==> src/pkg/led_dmx_regs.vh <==
`ifndef LED_DOT_SCAN_REGS_VH
`define LED_DOT_SCAN_REGS_VH

// Register offsets on the special function register port
`define REG_PORT0_PIN_EN 8'h86
`define REG_PORT2_PIN_EN 8'h8E
`define REG_PORT1_PIN_EN 8'hAC
`define REG_DISP_CTRL 8'hB1
`define REG_DISP_CTRL2 8'hB2
`define REG_PORT3_PIN_EN 8'hB3

// Reset values
`define RST_PIN_EN 8'h00
`define RST_PORT2_PIN_EN 2'h0
`define RST_BRIGHTNESS 3'h7
`define RST_BRIGHT_MODE 1'b0
`define RST_SIZE 3'h0
`define RST_ENABLE 1'b0
`define RST_PRESCALER 2'h0
`define RST_LCD_LED 1'b0
`define RST_SCAN_MODE 2'h0

// Field positions in display_control
`define POS_DISPLAY_ENABLE 7
`define POS_SIZE_LO 4
`define POS_BRIGHT_MODE 3
`define POS_BRIGHT_LO 0
// Field positions in display_control_second
`define POS_PRESCALER_LO 5
`define POS_LCD_LED 4
`define POS_SCAN_MODE_LO 0

// Scan mode encodings
`define MODE_SEG_COMMON 2'h0
`define MODE_DOT_MATRIX 2'h2

// Display memory window
`define DMEM_BASE 16'hC800
`define DMEM_LAST 16'hC806

// Prescaler: divide by 64 shifted right by the field value
`define PSC_MAX_DIV 7'h40
// Index of the last LED clock tick in a scan slot; a slot lasts eight ticks
`define SLOT_TICKS 3'h7

`endif

==> src/led_dot_matrix_scan_driver.v <==
// What this block does
// - Scan only when mode 10, enabled, LED selected
// - Drive 56 dots on eight lines
// - Dot n at byte n/8, bit n%8
// - Memory bit one lights, zero keeps dark
// - Dot address independent of matrix size
// - Size field picks matrix and line range
// - Segment-common mode: field picks duty, commons
// - Mode 00 segment-common, 10 dot; others none
// - Eight brightness levels, reset brightest
// - Brightness mode: uniform or enhanced, reset uniform
// - Scan clock prescaler divides 64/32/16/8
// - Lines 0-3 on port0 pins, gated
// - Lines 4-5 on port2 pins 0-1, gated
// - Line 7 on port3.4, line 6 port3.7
// - Pin enable hands pin to driver
// - Only one drive mode at a time
`include "led_dmx_regs.vh"

module led_dot_matrix_scan_driver #(
  parameter LINES = 8,
  parameter MEM_DEPTH = 8,
  parameter MEM_AW = 3
) (
  input wire core_clk_i,
  input wire rst_i,
  input wire ce_i,
  input wire [7:0] sfr_addr_i,
  input wire sfr_wr_i,
  input wire sfr_rd_i,
  input wire [7:0] sfr_wdata_i,
  output wire [7:0] sfr_rdata_o,
  input wire [15:0] dmem_addr_i,
  input wire dmem_wr_i,
  input wire [7:0] dmem_wdata_i,
  output wire [LINES-1:0] drive_line_o,
  output wire [LINES-1:0] drive_line_oe_n_o,
  output wire [7:0] port0_display_sel_o,
  output wire [7:0] port1_display_sel_o,
  output wire [1:0] port2_display_sel_o,
  output wire [7:0] port3_display_sel_o,
  output wire dot_matrix_scan_o,
  output wire segment_common_scan_o,
  output wire [3:0] segment_common_count_o
);

  localparam ST_IDLE = 3'h0;
  localparam ST_RD_LO = 3'h1;
  localparam ST_RD_HI = 3'h2;
  localparam ST_LOAD = 3'h3;
  localparam ST_SHOW = 3'h4;

  // Matrix size code to {rows, commons}; reserved codes give zero
  function [7:0] size_dims;
    input [2:0] code;
    begin
      case (code)
        3'h0: size_dims = {4'h4, 4'h4};
        3'h1: size_dims = {4'h5, 4'h5};
        3'h2: size_dims = {4'h6, 4'h6};
        3'h3: size_dims = {4'h6, 4'h7};
        3'h4: size_dims = {4'h7, 4'h7};
        3'h5: size_dims = {4'h7, 4'h8};
        default: size_dims = 8'h00;
      endcase
    end
  endfunction

  // Last prescaler count for the selected divide ratio
  function [5:0] psc_last;
    input [1:0] sel;
    reg [6:0] div;
    begin
      div = `PSC_MAX_DIV >> sel;
      psc_last = div[5:0] - 6'h01;
    end
  endfunction

  reg [7:0] port0_en_q;
  reg [7:0] port1_en_q;
  reg [1:0] port2_en_q;
  reg [7:0] port3_en_q;
  reg display_enable_q;
  reg [2:0] size_q;
  reg brightness_mode_q;
  reg [2:0] brightness_level_q;
  reg [1:0] prescaler_q;
  reg lcd_or_led_q;
  reg [1:0] scan_mode_q;
  reg [7:0] sfr_rdata_q;

  reg [2:0] state_q;
  reg [2:0] com_q;
  reg [2:0] sub_q;
  reg [5:0] psc_q;
  reg [7:0] lo_byte_q;
  reg [6:0] row_bits_q;
  reg [LINES-1:0] line_q;
  reg [LINES-1:0] line_oe_n_q;

  wire [7:0] dims = size_dims(size_q);
  wire [3:0] rows = dims[7:4];
  wire [3:0] cols = dims[3:0];
  wire led_on = display_enable_q & lcd_or_led_q;
  wire dot_scan_on = led_on && (scan_mode_q == `MODE_DOT_MATRIX) && (cols != 4'h0);
  wire seg_scan_on = led_on && (scan_mode_q == `MODE_SEG_COMMON);
  wire tick = (psc_q == psc_last(prescaler_q));

  // first dot of a common is com*7, fixed for every size
  wire [5:0] first_dot = {3'h0, com_q} * 6'h07;
  wire [2:0] byte_lo = first_dot[5:3];
  wire [2:0] bit_off = first_dot[2:0];
  wire [7:0] mem_rd_data;
  wire [15:0] pair = {mem_rd_data, lo_byte_q} >> bit_off;

  wire mem_rd_en = (state_q == ST_RD_LO) || (state_q == ST_RD_HI);
  wire [2:0] mem_rd_addr = (state_q == ST_RD_HI) ? byte_lo + 3'h1 : byte_lo;
  wire [15:0] dmem_off = dmem_addr_i - `DMEM_BASE;
  wire dmem_hit = dmem_wr_i && (dmem_addr_i >= `DMEM_BASE) && (dmem_addr_i <= `DMEM_LAST);

  display_memory #(
    .WIDTH(8),
    .DEPTH(MEM_DEPTH),
    .AW(MEM_AW)
  ) u_mem (
    .core_clk_i(core_clk_i),
    .rst_i(rst_i),
    .ce_i(ce_i),
    .wr_en_i(dmem_hit),
    .wr_addr_i(dmem_off[MEM_AW-1:0]),
    .wr_data_i(dmem_wdata_i),
    .rd_en_i(mem_rd_en),
    .rd_addr_i(mem_rd_addr[MEM_AW-1:0]),
    .rd_data_o(mem_rd_data)
  );

  // Register writes
  always @(posedge core_clk_i) begin
    if (rst_i) begin
      port0_en_q <= `RST_PIN_EN;
      port1_en_q <= `RST_PIN_EN;
      port2_en_q <= `RST_PORT2_PIN_EN;
      port3_en_q <= `RST_PIN_EN;
      display_enable_q <= `RST_ENABLE;
      size_q <= `RST_SIZE;
      brightness_mode_q <= `RST_BRIGHT_MODE;
      brightness_level_q <= `RST_BRIGHTNESS;
      prescaler_q <= `RST_PRESCALER;
      lcd_or_led_q <= `RST_LCD_LED;
      scan_mode_q <= `RST_SCAN_MODE;
    end else if (ce_i && sfr_wr_i) begin
      case (sfr_addr_i)
        `REG_PORT0_PIN_EN: port0_en_q <= sfr_wdata_i;
        `REG_PORT1_PIN_EN: port1_en_q <= sfr_wdata_i;
        `REG_PORT2_PIN_EN: port2_en_q <= sfr_wdata_i[1:0];
        `REG_PORT3_PIN_EN: port3_en_q <= sfr_wdata_i;
        `REG_DISP_CTRL: begin
          display_enable_q <= sfr_wdata_i[`POS_DISPLAY_ENABLE];
          size_q <= sfr_wdata_i[`POS_SIZE_LO+2:`POS_SIZE_LO];
          brightness_mode_q <= sfr_wdata_i[`POS_BRIGHT_MODE];
          brightness_level_q <= sfr_wdata_i[`POS_BRIGHT_LO+2:`POS_BRIGHT_LO];
        end
        `REG_DISP_CTRL2: begin
          prescaler_q <= sfr_wdata_i[`POS_PRESCALER_LO+1:`POS_PRESCALER_LO];
          lcd_or_led_q <= sfr_wdata_i[`POS_LCD_LED];
          scan_mode_q <= sfr_wdata_i[`POS_SCAN_MODE_LO+1:`POS_SCAN_MODE_LO];
        end
        default: begin
        end
      endcase
    end
  end

  // Read data appears the cycle after sfr_rd_i; reserved and unmapped bits read zero
  always @(posedge core_clk_i) begin
    if (rst_i) begin
      sfr_rdata_q <= 8'h00;
    end else if (ce_i && sfr_rd_i) begin
      case (sfr_addr_i)
        `REG_PORT0_PIN_EN: sfr_rdata_q <= port0_en_q;
        `REG_PORT1_PIN_EN: sfr_rdata_q <= port1_en_q;
        `REG_PORT2_PIN_EN: sfr_rdata_q <= {6'h00, port2_en_q};
        `REG_PORT3_PIN_EN: sfr_rdata_q <= port3_en_q;
        `REG_DISP_CTRL: sfr_rdata_q <= {display_enable_q, size_q, brightness_mode_q, brightness_level_q};
        `REG_DISP_CTRL2: sfr_rdata_q <= {1'b0, prescaler_q, lcd_or_led_q, 2'h0, scan_mode_q};
        default: sfr_rdata_q <= 8'h00;
      endcase
    end
  end

  // Scan sequencer: fetch two bytes per common, then show for eight LED clock ticks
  always @(posedge core_clk_i) begin
    if (rst_i) begin
      state_q <= ST_IDLE;
      com_q <= 3'h0;
      sub_q <= 3'h0;
      psc_q <= 6'h00;
      lo_byte_q <= 8'h00;
      row_bits_q <= 7'h00;
    end else if (ce_i) begin
      if (!dot_scan_on) begin
        state_q <= ST_IDLE;
        com_q <= 3'h0;
        sub_q <= 3'h0;
        psc_q <= 6'h00;
      end else begin
        psc_q <= tick ? 6'h00 : psc_q + 6'h01;
        case (state_q)
          ST_IDLE: state_q <= ST_RD_LO;
          ST_RD_LO: state_q <= ST_RD_HI;
          ST_RD_HI: begin
            lo_byte_q <= mem_rd_data;
            state_q <= ST_LOAD;
          end
          ST_LOAD: begin
            row_bits_q <= pair[6:0];
            sub_q <= 3'h0;
            psc_q <= 6'h00;
            state_q <= ST_SHOW;
          end
          ST_SHOW: begin
            if (tick) begin
              if (sub_q == `SLOT_TICKS) begin
                // next common, wrapping at the selected size
                com_q <= ({1'b0, com_q} >= cols - 4'h1) ? 3'h0 : com_q + 3'h1;
                state_q <= ST_RD_LO;
              end else begin
                sub_q <= sub_q + 3'h1;
              end
            end
          end
          default: state_q <= ST_IDLE;
        endcase
      end
    end
  end

  // uniform mode blanks the first tick of each slot to curb ghosting
  // enhanced mode drops that blank for one more tick of light
  wire bright_window = brightness_mode_q ? (sub_q <= brightness_level_q) :
                       ((sub_q != 3'h0) && (sub_q <= brightness_level_q));
  wire showing = (state_q == ST_SHOW);

  wire [LINES-1:0] line_pin_en = {port3_en_q[4], port3_en_q[7], port2_en_q, port0_en_q[3:0]};

  wire [LINES-1:0] line_d;
  wire [LINES-1:0] line_oe_n_d;

  genvar k;
  generate
    for (k = 0; k < LINES; k = k + 1) begin : g_line
      localparam integer KI = k;
      wire [2:0] line_idx = KI[2:0];
      wire [2:0] row_idx = (line_idx < com_q) ? line_idx : line_idx - 3'h1;
      // lit only for set bits within the selected rows
      wire lit = row_bits_q[row_idx] && ({1'b0, row_idx} < rows) && (line_idx != com_q);
      // One process per line keeps each bit with a single driver
      reg line_bit;
      reg oe_n_bit;
      always @* begin
        line_bit = 1'b0;
        oe_n_bit = 1'b1;
        // only pins handed to the driver are driven
        if (showing && line_pin_en[k]) begin
          if (line_idx == com_q) begin
            // common sinks for the whole slot
            oe_n_bit = 1'b0;
          end else if (lit && bright_window) begin
            line_bit = 1'b1;
            oe_n_bit = 1'b0;
          end
        end
      end
      assign line_d[k] = line_bit;
      assign line_oe_n_d[k] = oe_n_bit;
    end
  endgenerate

  always @(posedge core_clk_i) begin
    if (rst_i) begin
      line_q <= {LINES{1'b0}};
      line_oe_n_q <= {LINES{1'b1}};
    end else if (ce_i) begin
      line_q <= line_d;
      line_oe_n_q <= line_oe_n_d;
    end
  end

  // segment-common duty as a common count for the companion scanner
  assign segment_common_count_o = (size_q[2:1] == 2'h3) ? 4'h8 : {1'b0, size_q} + 4'h2;
  assign segment_common_scan_o = seg_scan_on;
  assign dot_matrix_scan_o = dot_scan_on;
  assign drive_line_o = line_q;
  assign drive_line_oe_n_o = line_oe_n_q;
  assign port0_display_sel_o = port0_en_q;
  assign port1_display_sel_o = port1_en_q;
  assign port2_display_sel_o = port2_en_q;
  assign port3_display_sel_o = port3_en_q;
  assign sfr_rdata_o = sfr_rdata_q;

endmodule // led_dot_matrix_scan_driver

==> src/display_memory.v <==
module display_memory #(
  parameter WIDTH = 8,
  parameter DEPTH = 8,
  parameter AW = 3
) (
  input wire core_clk_i,
  input wire rst_i,
  input wire ce_i,
  input wire wr_en_i,
  input wire [AW-1:0] wr_addr_i,
  input wire [WIDTH-1:0] wr_data_i,
  input wire rd_en_i,
  input wire [AW-1:0] rd_addr_i,
  output wire [WIDTH-1:0] rd_data_o
);

  reg [WIDTH-1:0] mem [0:DEPTH-1];
  reg [WIDTH-1:0] rd_data_q;

  always @(posedge core_clk_i) begin
    if (ce_i && wr_en_i) begin
      mem[wr_addr_i] <= wr_data_i;
    end
  end

  // Read port is registered so the scanner sees data one cycle after the request
  always @(posedge core_clk_i) begin
    if (rst_i) begin
      rd_data_q <= {WIDTH{1'b0}};
    end else if (ce_i && rd_en_i) begin
      rd_data_q <= mem[rd_addr_i];
    end
  end

  assign rd_data_o = rd_data_q;

endmodule // display_memory

==> config.mk <==
export PLATFORM = sky130hd
export DESIGN_NAME = led_dot_matrix_scan_driver
export DESIGN_NICKNAME = d
export VERILOG_FILES = /design/src/led_dot_matrix_scan_driver.v /design/src/display_memory.v
export VERILOG_INCLUDE_DIRS = /design/src /design/src/pkg
export SDC_FILE = /design/constraint.sdc
export NUM_CORES = 1
export LEC_CHECK = 0
export BUFFER_PORTS_ARGS = -buffer_cell sky130_fd_sc_hd__buf_2
export CAP_MARGIN = 20
export CORE_MARGIN = 3
export CORE_UTILIZATION = 45
export DETAILED_ROUTE_END_ITERATION = 7
export SYNTH_ARGS = -nofsm -noshare
export SYNTH_HDL_FRONTEND = slang
export SYNTH_SLANG_ARGS = --single-unit
==> constraint.sdc <==
create_clock -name core_clk_i -period 12.05 [get_ports core_clk_i]
set_input_delay 0.6025 -clock core_clk_i [delete_from_list [all_inputs] [get_ports core_clk_i]]
set_output_delay 0.6025 -clock core_clk_i [all_outputs]
set_load 0.03 [all_outputs]
=== Word level (Yosys, flattened, before mapping) ===
Memory sizes are Yosys's and may differ from the RTL's. A register that Yosys moved wholly into a read port is not among the register bits.
Cells that the tools add are included.

* Flip-flop bits (word level): 93
* Memory bits (writable): 64
* Bits of input ports: 46
* Output and inout bits: 56
* Word-level logic and storage cells: 257
* Memories: 1

* Add/subtract/negate cells: 8
* $mul: 1
* Magnitude comparators: 28
* Equality and inequality tests: 40
* Shift operators: 2
* Multiplexer cells: 95
* Bitwise operators: 1
* Reduce and logical (&&, ||, !) cells: 61

{| class="wikitable"
|+ Memories
! name !! depth !! width !! rd ports !! clocked after Yosys merged registers in !! wr ports !! line !! RTL
|-
| u_mem.mem || 8 || 8 || 1 || 1 || 1 || display_memory.v:17 || <nowiki>reg [WIDTH-1:0] mem [0:DEPTH-1];</nowiki>
|}

{| class="wikitable"
|+ Operators with widths
! cell !! number
|-
| $mux W1 || 63
|-
| $eq A8 B8 Y1 const B || 6
|-
| $pmux W8 S6 || 1
|-
| $logic_and A1 B1 Y1 || 42
|-
| $mux W3 || 14
|-
| $pmux W7 S6 || 1
|-
| $bmux W1 S3 || 8
|-
| $lt A3 B4 Y1 const B || 5
|-
| $mux W6 || 3
|-
| $ge A16 B16 Y1 const B || 1
|-
| $le A16 B16 Y1 const B || 1
|-
| $shr A16 B3 Y7 || 1
|-
| $pmux W3 S5 || 1
|-
| $eq A3 B2 Y1 const B || 4
|-
| $eq A3 B3 Y1 const A || 4
|-
| $eq A3 B3 Y1 const B || 4
|-
| $lt A3 B3 Y1 const A || 4
|-
| $ne A3 B3 Y1 const A || 4
|-
| $reduce_and A2 Y1 || 6
|-
| $add A3 B1 Y3 const B || 3
|-
| $logic_not A3 Y1 || 3
|-
| $lt A3 B3 Y1 || 3
|-
| $reduce_and A3 Y1 || 3
|-
| $lt A2 B4 Y1 || 2
|-
| 35 further kinds || 49
|}

=== Logic depth before layout (Yosys ltp) ===
Gate-level depths: netlist (run 1).

* Depth in word-level cells: 10
* Gate-level depth with buffers: 14
* Depth with buffers taken out: 9

=== By module ===
Synthesis (run 1) repeated with hierarchy kept, for this count alone.

* Cells, all modules: 744
* Area total of the unflattened synthesis: 8,237.9 um^2

{| class="wikitable"
|+ Modules (own cells, without submodules)
! module !! instances !! cells an instance !! area each (um^2) !! sequential area each (um^2)
|-
| led_dot_matrix_scan_driver || 1 || 572 || 5,341.4 || 1,861.8
|-
| display_memory || 1 || 172 || 2,896.5 || 2,082.0
|}

=== Least setup slack after synthesis (run 1) ===
No wires, ideal clock.

* Path kind: register to register
* Start: register com_q[1]
* End: register u_mem.rd_data_q[5] (netlist: u_mem.rd_data_o[5]) (read register of u_mem.mem)
* Arrival time: 3,898 ps
* Data required time: 11,928 ps
* Path slack: 8,030 ps
* Stages on the path, launching flop included: 14
* Path buffers: 4
* Cells stage by stage: dfxtp_1 > fa_1 > ha_1 > fa_1 > xor2_4 > buf_6 > buf_6 > ha_1 > clkbuf_1 > buf_2 > mux4_2 > mux2_2 > and3_1 > a221o_1

* Longest elaborated chain between the ends: 3

{| class="wikitable"
|+ Ends and longest elaborated chain
! item !! line !! RTL
|-
| start: declaration || led_dot_matrix_scan_driver.v:93 || <nowiki>reg [2:0] com_q;</nowiki>
|-
| start signal: assignment || led_dot_matrix_scan_driver.v:225 || <nowiki>com_q <= ({1'b0, com_q} >= cols - 4'h1) ? 3'h0 : com_q + 3'h1;</nowiki>
|-
| $mul A3 B3 Y6 * || led_dot_matrix_scan_driver.v:110 || <nowiki>wire [5:0] first_dot = {3'h0, com_q} * 6'h07;</nowiki>
|-
| $add A3 B1 Y3 || led_dot_matrix_scan_driver.v:117 || <nowiki>wire [2:0] mem_rd_addr = (state_q == ST_RD_HI) ? byte_lo + 3'h1 : byte_lo;</nowiki>
|-
| $mux W3 * || led_dot_matrix_scan_driver.v:117 ||
|-
| end: declaration || display_memory.v:18 || <nowiki>reg [WIDTH-1:0] rd_data_q;</nowiki>
|}

Every way passes the cells marked *; elsewhere a longest branch is shown, timed or not.
A chain may end at the register's enable or synchronous reset.

=== Final worst setup path (run 1) ===
* Start: register com_q[0]
* End: register u_mem.rd_data_q[2] (netlist: u_mem.rd_data_o[2]) (read register of u_mem.mem)

The elaborated chain is that of the path after synthesis.

==> results of run 1 <==
[cell type report]
class,count,area share
Multi-Input combinational cell,560,0.4448
Sequential cell,165,0.3994
Timing Repair Buffer,111,0.05855
Clock buffer,18,0.04347
Tap cell,229,0.02902
Clock inverter,14,0.01901
Inverter,15,0.005703
[power groups by stage]
stage	sequential (mW)	combinational (mW)	clock, mW
6_report	0.585	0.0394	0.577
2_1_floorplan	0.600	0.0164	0
3_3_place_gp	0.597	0.0379	0
3_5_place_dp	0.597	0.0392	0
4_1_cts	0.585	0.0392	0.585
5_1_grt	0.585	0.0428	0.611
[state kept, by name (all words and copies together), names as in the netlist]
register             flops
port2_display_sel_o      2
lo_byte_q                8
com_q                    3
lcd_or_led_q             1
drive_line_oe_n_o        8
port3_display_sel_o      8
state_q                  3
drive_line_o             8
row_bits_q               7
port0_display_sel_o      8
sub_q                    3
display_enable_q         1
u_mem.mem               64
port1_display_sel_o      8
prescaler_q              2
u_mem.rd_data_o          8
psc_q                    6
sfr_rdata_o              8
scan_mode_q              2
size_q                   3
brightness_level_q       3
brightness_mode_q        1
[critical path, delay by kind of cell, from the launching register on]
family / cells / cell delay [ns]
AOI/OAI and AO/OA: 1 / 0.25
DFF: 1 / 0.76
adders and majority gates: 4 / 1.86
and+or+nand+nor: 1 / 0.17
muxes: 2 / 0.69
xor gates and xnor gates: 1 / 0.73
[layout by cell type (no fill, tap or decap), types with 9 or more instances in the layout]
cell type / Yosys / routed
nand3_1: 10 / 10
mux4_2: 32 / 32
nor2b_1: 10 / 10
o21a_1: 9 / 9
nand2_1: 60 / 60
mux2i_1: 66 / 66
dfxtp_1: 101 / 101
a22o_1: 9 / 9
buf_4: 7 / 9
nand4_1: 10 / 10
nor3_1: 10 / 10
and3_1: 9 / 9
a21oi_1: 36 / 36
edfxtp_1: 64 / 64
ha_1: 29 / 29
mux2_2: 16 / 16
clkbuf_16: 0 / 17
buf_2: 12 / 101
a221o_1: 11 / 11
nor2_1: 87 / 87
o21ai_0: 29 / 29
inv_1: 12 / 12
[how the worst max path moves through the flow]
stage | from | end | cells after the start
finish | com_q[0] | u_mem.rd_data_o[2] | 9
detailed placement | com_q[0] | u_mem.rd_data_o[2] | 9
CTS | com_q[0] | u_mem.rd_data_o[2] | 9
floorplan | com_q[1] | u_mem.rd_data_o[5] | 13
global placement | com_q[0] | u_mem.rd_data_o[4] | 9
global route | com_q[0] | u_mem.rd_data_o[0] | 9
[cell families (layout without fill, tap and decap cells)]
group                    Yosys count  in the layout  synth area share
AND/OR/NAND/NOR                  245            245            0.1429
multiplexers                     114            114            0.1818
XOR/XNOR                           9              9           0.01136
flip-flops                       165            165            0.4592
AO/OA/AOI/OAI                    152            152            0.1222
buffers and inverters             58            158           0.03278
other                              1              8         0.0004366
adder cells (fa/ha/maj)           32             32           0.04924
[per-stage QoR]
step | total power [mW] | cell area (um^2) | hold slack (ns)
2_1_floorplan | 0.6160 | 8615 | 0.4446
3_3_place_gp | 0.6350 | 9244 | 0.4367
3_5_place_dp | 0.6364 | 9244 | 0.4393
4_1_cts | 1.209 | 9861 | 0.4252
5_1_grt | 1.238 | 9873 | 0.4401
6_report | 1.201 | 9873 | 0.4360
[per-layer routing]
layer | global-route usage | vias to the layer above | part of all wire
li1 | - | 3115 | -
met1 | 0.3185 | 3297 | 0.46
met2 | 0.3724 | 201 | 0.49
met3 | 0.04167 | 18 | 0.049
met4 | 0.04516 | 0 | 0.0078
met5 | 0 | - | 0
==> results.json, run 1 <==
{
  "min_period_ns": 4.579,
  "cts_sinks": 165,
  "antenna_found_initial": 0,
  "worstReg2RegStart": "com_q[0]",
  "crit_type": "register to register",
  "tightest_slew_ns": 1.007,
  "intPower_mw": 0.9291,
  "drc": 0,
  "r2r_setup_slack_ns": 7.47,
  "start_util": 0.4685,
  "cts_setup_buffers": 0,
  "vias": 6631,
  "worst_slew_margin_rel": 0.3262,
  "dieHeight_um": 144.2,
  "finalCritPeriodShare": 0.3800,
  "cp.arrival_ns": 4.90,
  "clockRootBuffer": "clkbuf_16",
  "crit_fanout": 26,
  "dp_hpwl_mm": 16.72,
  "cp_common_cell": "ha_1",
  "regArea_um2": 3944,
  "p_per_area_nw_per_um2": 121.7,
  "area_growth_syn_to_layout_pct": 14.96,
  "netlist_area_um2": 8588,
  "synth_top_area_frac": 0.2354,
  "io_pins": 102,
  "fin_tns_setup_ns": 0,
  "p_comb_frac": 0.033,
  "nNetsFinal": 948,
  "yosysSeqAreaShare": 0.4592,
  "switching_share": 0.2266,
  "synth_edf_count": 64,
  "finish.utilization": 0.5386,
  "n_antenna_cell": 0,
  "maxSlewViolCount": 0,
  "core_um2": 18330,
  "avgSynthCellArea_um2": 11.07,
  "cellLeakagePower_nw": 3.807,
  "seqPwrFrac": 0.487,
  "ys_ff_latch": 165,
  "insertion_delay_ns": 0.43,
  "yosys.cell_count.top_type": "dfxtp_1",
  "dp_cells": 1078,
  "grt_overflow": 0,
  "die_area_um2": 20780,
  "status": "finished, final reports clean",
  "switchingPower_mw": 0.2723,
  "slowest_delay_ns": 0.76,
  "track_usage": 0.2270,
  "ys_dominant_reg_cell": "dfxtp_1",
  "instances_no_fill": 1112,
  "critPathCaptureType": "register",
  "syn_inst": 776,
  "drt_pass1_iterations": 5,
  "wl_per_cell_um": 20.65,
  "cts_tree": "yes",
  "clk_pin_slew_ns": 0.07,
  "rows": 49,
  "cap_viol_max_count": 0,
  "grt_pass1_vias": 6436,
  "cp.required_ns": 12.37,
  "drive_gt1_frac": 0.2322,
  "dieWidth_um": 144.2,
  "worst_hold_startpoint": "sfr_wdata_i[2]",
  "vdd_drop_max_v": 0.00009828,
  "multi_input_area_um2": 4392,
  "clk_path_buf_depth": 2,
  "finalWirelength_mm": 22.96,
  "synth_cell_type_count": 77,
  "final_hold_viol_count": 0,
  "r2r-end": "u_mem.rd_data_o[2]",
  "ys_top_cells_by_area": "dfxtp_1 24%, edfxtp_1 22%, mux4_2 8.4%, mux2i_1 7.7%, ha_1 4.2%",
  "synth_warnings": 0,
  "dp_slack_ns": 7.482,
  "setup_viol": 0,
  "cts_resized": 0,
  "grt_pass1_wl_mm": 36.40,
  "whs_path_depth": 3,
  "numPortBuffers": 101,
  "hold_path_class": "input port to register",
  "clkPwrFrac": 0.480,
  "synth_top_area_cell": "dfxtp_1",
  "detail-route-antenna-nets": 0,
  "via_per_inst": 5.963,
  "layout_setup_ws_ns": 7.471,
  "holdPathEnd": "brightness_level_q[2]",
  "cts_htree_levels": 4,
  "cpMaxStageDelayCell": "dfxtp_1",
  "clock_skew_ns": 0.01021,
  "synthArstFlopShare": 0,
  "drt_iter0_drc": 503,
  "r2r_cells": 9,
  "synth_common_cells": "101 x dfxtp_1, 87 x nor2_1, 66 x mux2i_1",
  "place_congestion": 0.8978,
  "ctsHoldBuffers": 0,
  "grt_max_degree": 78,
  "fmax_mhz": 218.4,
  "fillers": 1632,
  "critPathLaunchType": "register",
  "numCtsBuffers": 17,
  "crit_path_cell_trace": "fa_1 -> ha_1 -> fa_2 -> xor2_4 -> ha_1 -> mux4_2 -> mux2_2 -> and3_1 -> a221o_1",
  "grt_setup_unrepaired": "false"
}
Note: power is estimated with default switching activity, not from simulation.
==> run 2: changes to the inputs <==
==> constraint.sdc (replaced) <==
create_clock -name core_clk_i -period 4.7 [get_ports core_clk_i]
set_input_delay 0.235 -clock core_clk_i [delete_from_list [all_inputs] [get_ports core_clk_i]]
set_output_delay 0.235 -clock core_clk_i [all_outputs]
set_load 0.03 [all_outputs]
==> results.json, run 2 (synthesis results as in run 1) <==
{
  "grt_setup_unrepaired": "false",
  "cp.arrival_ns": 4.27,
  "cp.required_ns": 5.01,
  "ctsHoldBuffers": 0,
  "detail-route-antenna-nets": 0,
  "critPathCaptureType": "register",
  "status": "finished, final reports clean",
  "largest_register": "u_mem.mem",
  "die_area_um2": 20780,
  "rows": 49,
  "cts_tree": "yes",
  "cts_sinks": 165,
  "antenna_found_initial": 0,
  "layout_setup_ws_ns": 0.7358,
  "track_usage": 0.2162,
  "via_per_inst": 5.969,
  "dp_slack_ns": 0.7535,
  "clockRootBuffer": "clkbuf_16",
  "crit_type": "register to register",
  "worst_slew_margin_rel": 0.3624,
  "drt_pass1_iterations": 6,
  "insertion_delay_ns": 0.42,
  "core_um2": 18330,
  "vdd_drop_max_v": 0.0002434,
  "fmax_mhz": 252.3,
  "vias": 6649,
  "layout_common_cells": "101 x dfxtp_1, 101 x buf_2, 87 x nor2_1",
  "largest_reg_flops": 64,
  "nNetsFinal": 950,
  "drc": 0,
  "final_hold_viol_count": 0,
  "p_per_area_nw_per_um2": 311.0,
  "place_congestion": 0.8972,
  "clk_path_buf_depth": 2,
  "area_growth_syn_to_layout_pct": 15.38,
  "numCtsBuffers": 17,
  "fin_tns_setup_ns": 0,
  "cts_resized": 0,
  "maxSlewViolCount": 0,
  "hold_path_class": "input port to register",
  "critPathLaunchType": "register",
  "min_period_ns": 3.964,
  "dieWidth_um": 144.2,
  "cts_setup_buffers": 0,
  "dp_hpwl_mm": 16.45,
  "cts_htree_levels": 4,
  "drive_gt1_frac": 0.2362,
  "grt_pass1_wl_mm": 34.82,
  "n_antenna_cell": 0,
  "drt_iter0_drc": 573,
  "clock_skew_ns": 0.01240,
  "setup_viol": 0,
  "start_util": 0.4685,
  "io_pins": 102,
  "crit_fanout": 16,
  "grt_max_degree": 49,
  "numPortBuffers": 101,
  "cellLeakagePower_nw": 3.824,
  "dieHeight_um": 144.2,
  "finalCritPeriodShare": 0.8434,
  "wl_per_cell_um": 19.93,
  "cap_viol_max_count": 0,
  "finalWirelength_mm": 22.20,
  "tightest_slew_ns": 0.9529,
  "clk_pin_slew_ns": 0.07,
  "grt_pass1_vias": 6483,
  "grt_overflow": 0
}
[run 2: cell types whose count changed in the layout (fill, tap and decap cells not counted)]
| cell | before | now |
|---|---|---|
| clkinv_8 | 0 | 2 |
| clkinv_1 | 3 | 2 |
| inv_8 | 4 | 3 |
| buf_4 | 9 | 12 |
| clkinvlp_2 | 0 | 1 |
| clkbuf_1 | 1 | 0 |
| clkbuf_2 | 1 | 0 |
[run 2: layout make-up]
type / instances / area (um^2)
fill: 1596 / 8422
multi-input combinational: 560 / 4392
sequential: 165 / 3944
timing repair buffer: 113 / 595.6
clock buffer: 17 / 425.4
tap: 229 / 286.5
clock inverter: 15 / 210.2
inverter: 15 / 56.30
[run 2: report_power, final]
group	switching (mW)	internal, mW	leakage, nW
combinational	0.0698	0.0319	2.12
clock	0.619	0.862	0.310
sequential	0.00577	1.49	1.40
total	0.694	2.39	3.82
[run 2: critical path: stages, from the launching register on]
cell and delay (ns):
dfxtp_1 0.72, fa_1 0.53, ha_1 0.23, fa_2 0.39, xor2_4 0.20, ha_1 0.53, buf_4 0.26, mux4_2 0.30
mux2_2 0.27, and3_1 0.18, a221o_1 0.25
[run 2: per-layer routing]
layer / GRT usage / vias to the layer above / wire, um
li1: - / 3123 / -
met1: 0.2975 / 3274 / 10020
met2: 0.3540 / 225 / 10540
met3: 0.03737 / 27 / 1248
met4: 0.06186 / 0 / 399
met5: 0 / - / 0
[run 2: path summary, 6_finish.rpt]
kind | start | to | slack, ns | cells after the start
setup / recovery | com_q[2] | u_mem.rd_data_o[3] | 0.74 | 10
hold / removal | dmem_wdata_i[7] | u_mem.mem[5][7] | 0.07 | 1
setup reg to reg | com_q[2] | u_mem.rd_data_o[3] | 0.74 | 10
hold reg to reg | drive_line_o[4] | drive_line_o[4] | 0.45 | 2
[run 2: per-stage QoR]
stage	area [um^2]	instances	power (mW)	utilization	hold WS [ns]
after floorplan	8615	783	1.579	-	0.3339
after global placement	9274	1082	1.629	0.5059	0.4353
after detailed placement	9274	1082	1.632	0.5059	0.4408
after CTS	9910	1114	3.104	0.5406	0.06363
after global routing	9910	1114	3.179	0.5406	0.08225
final	9910	1114	3.082	0.5406	0.07452
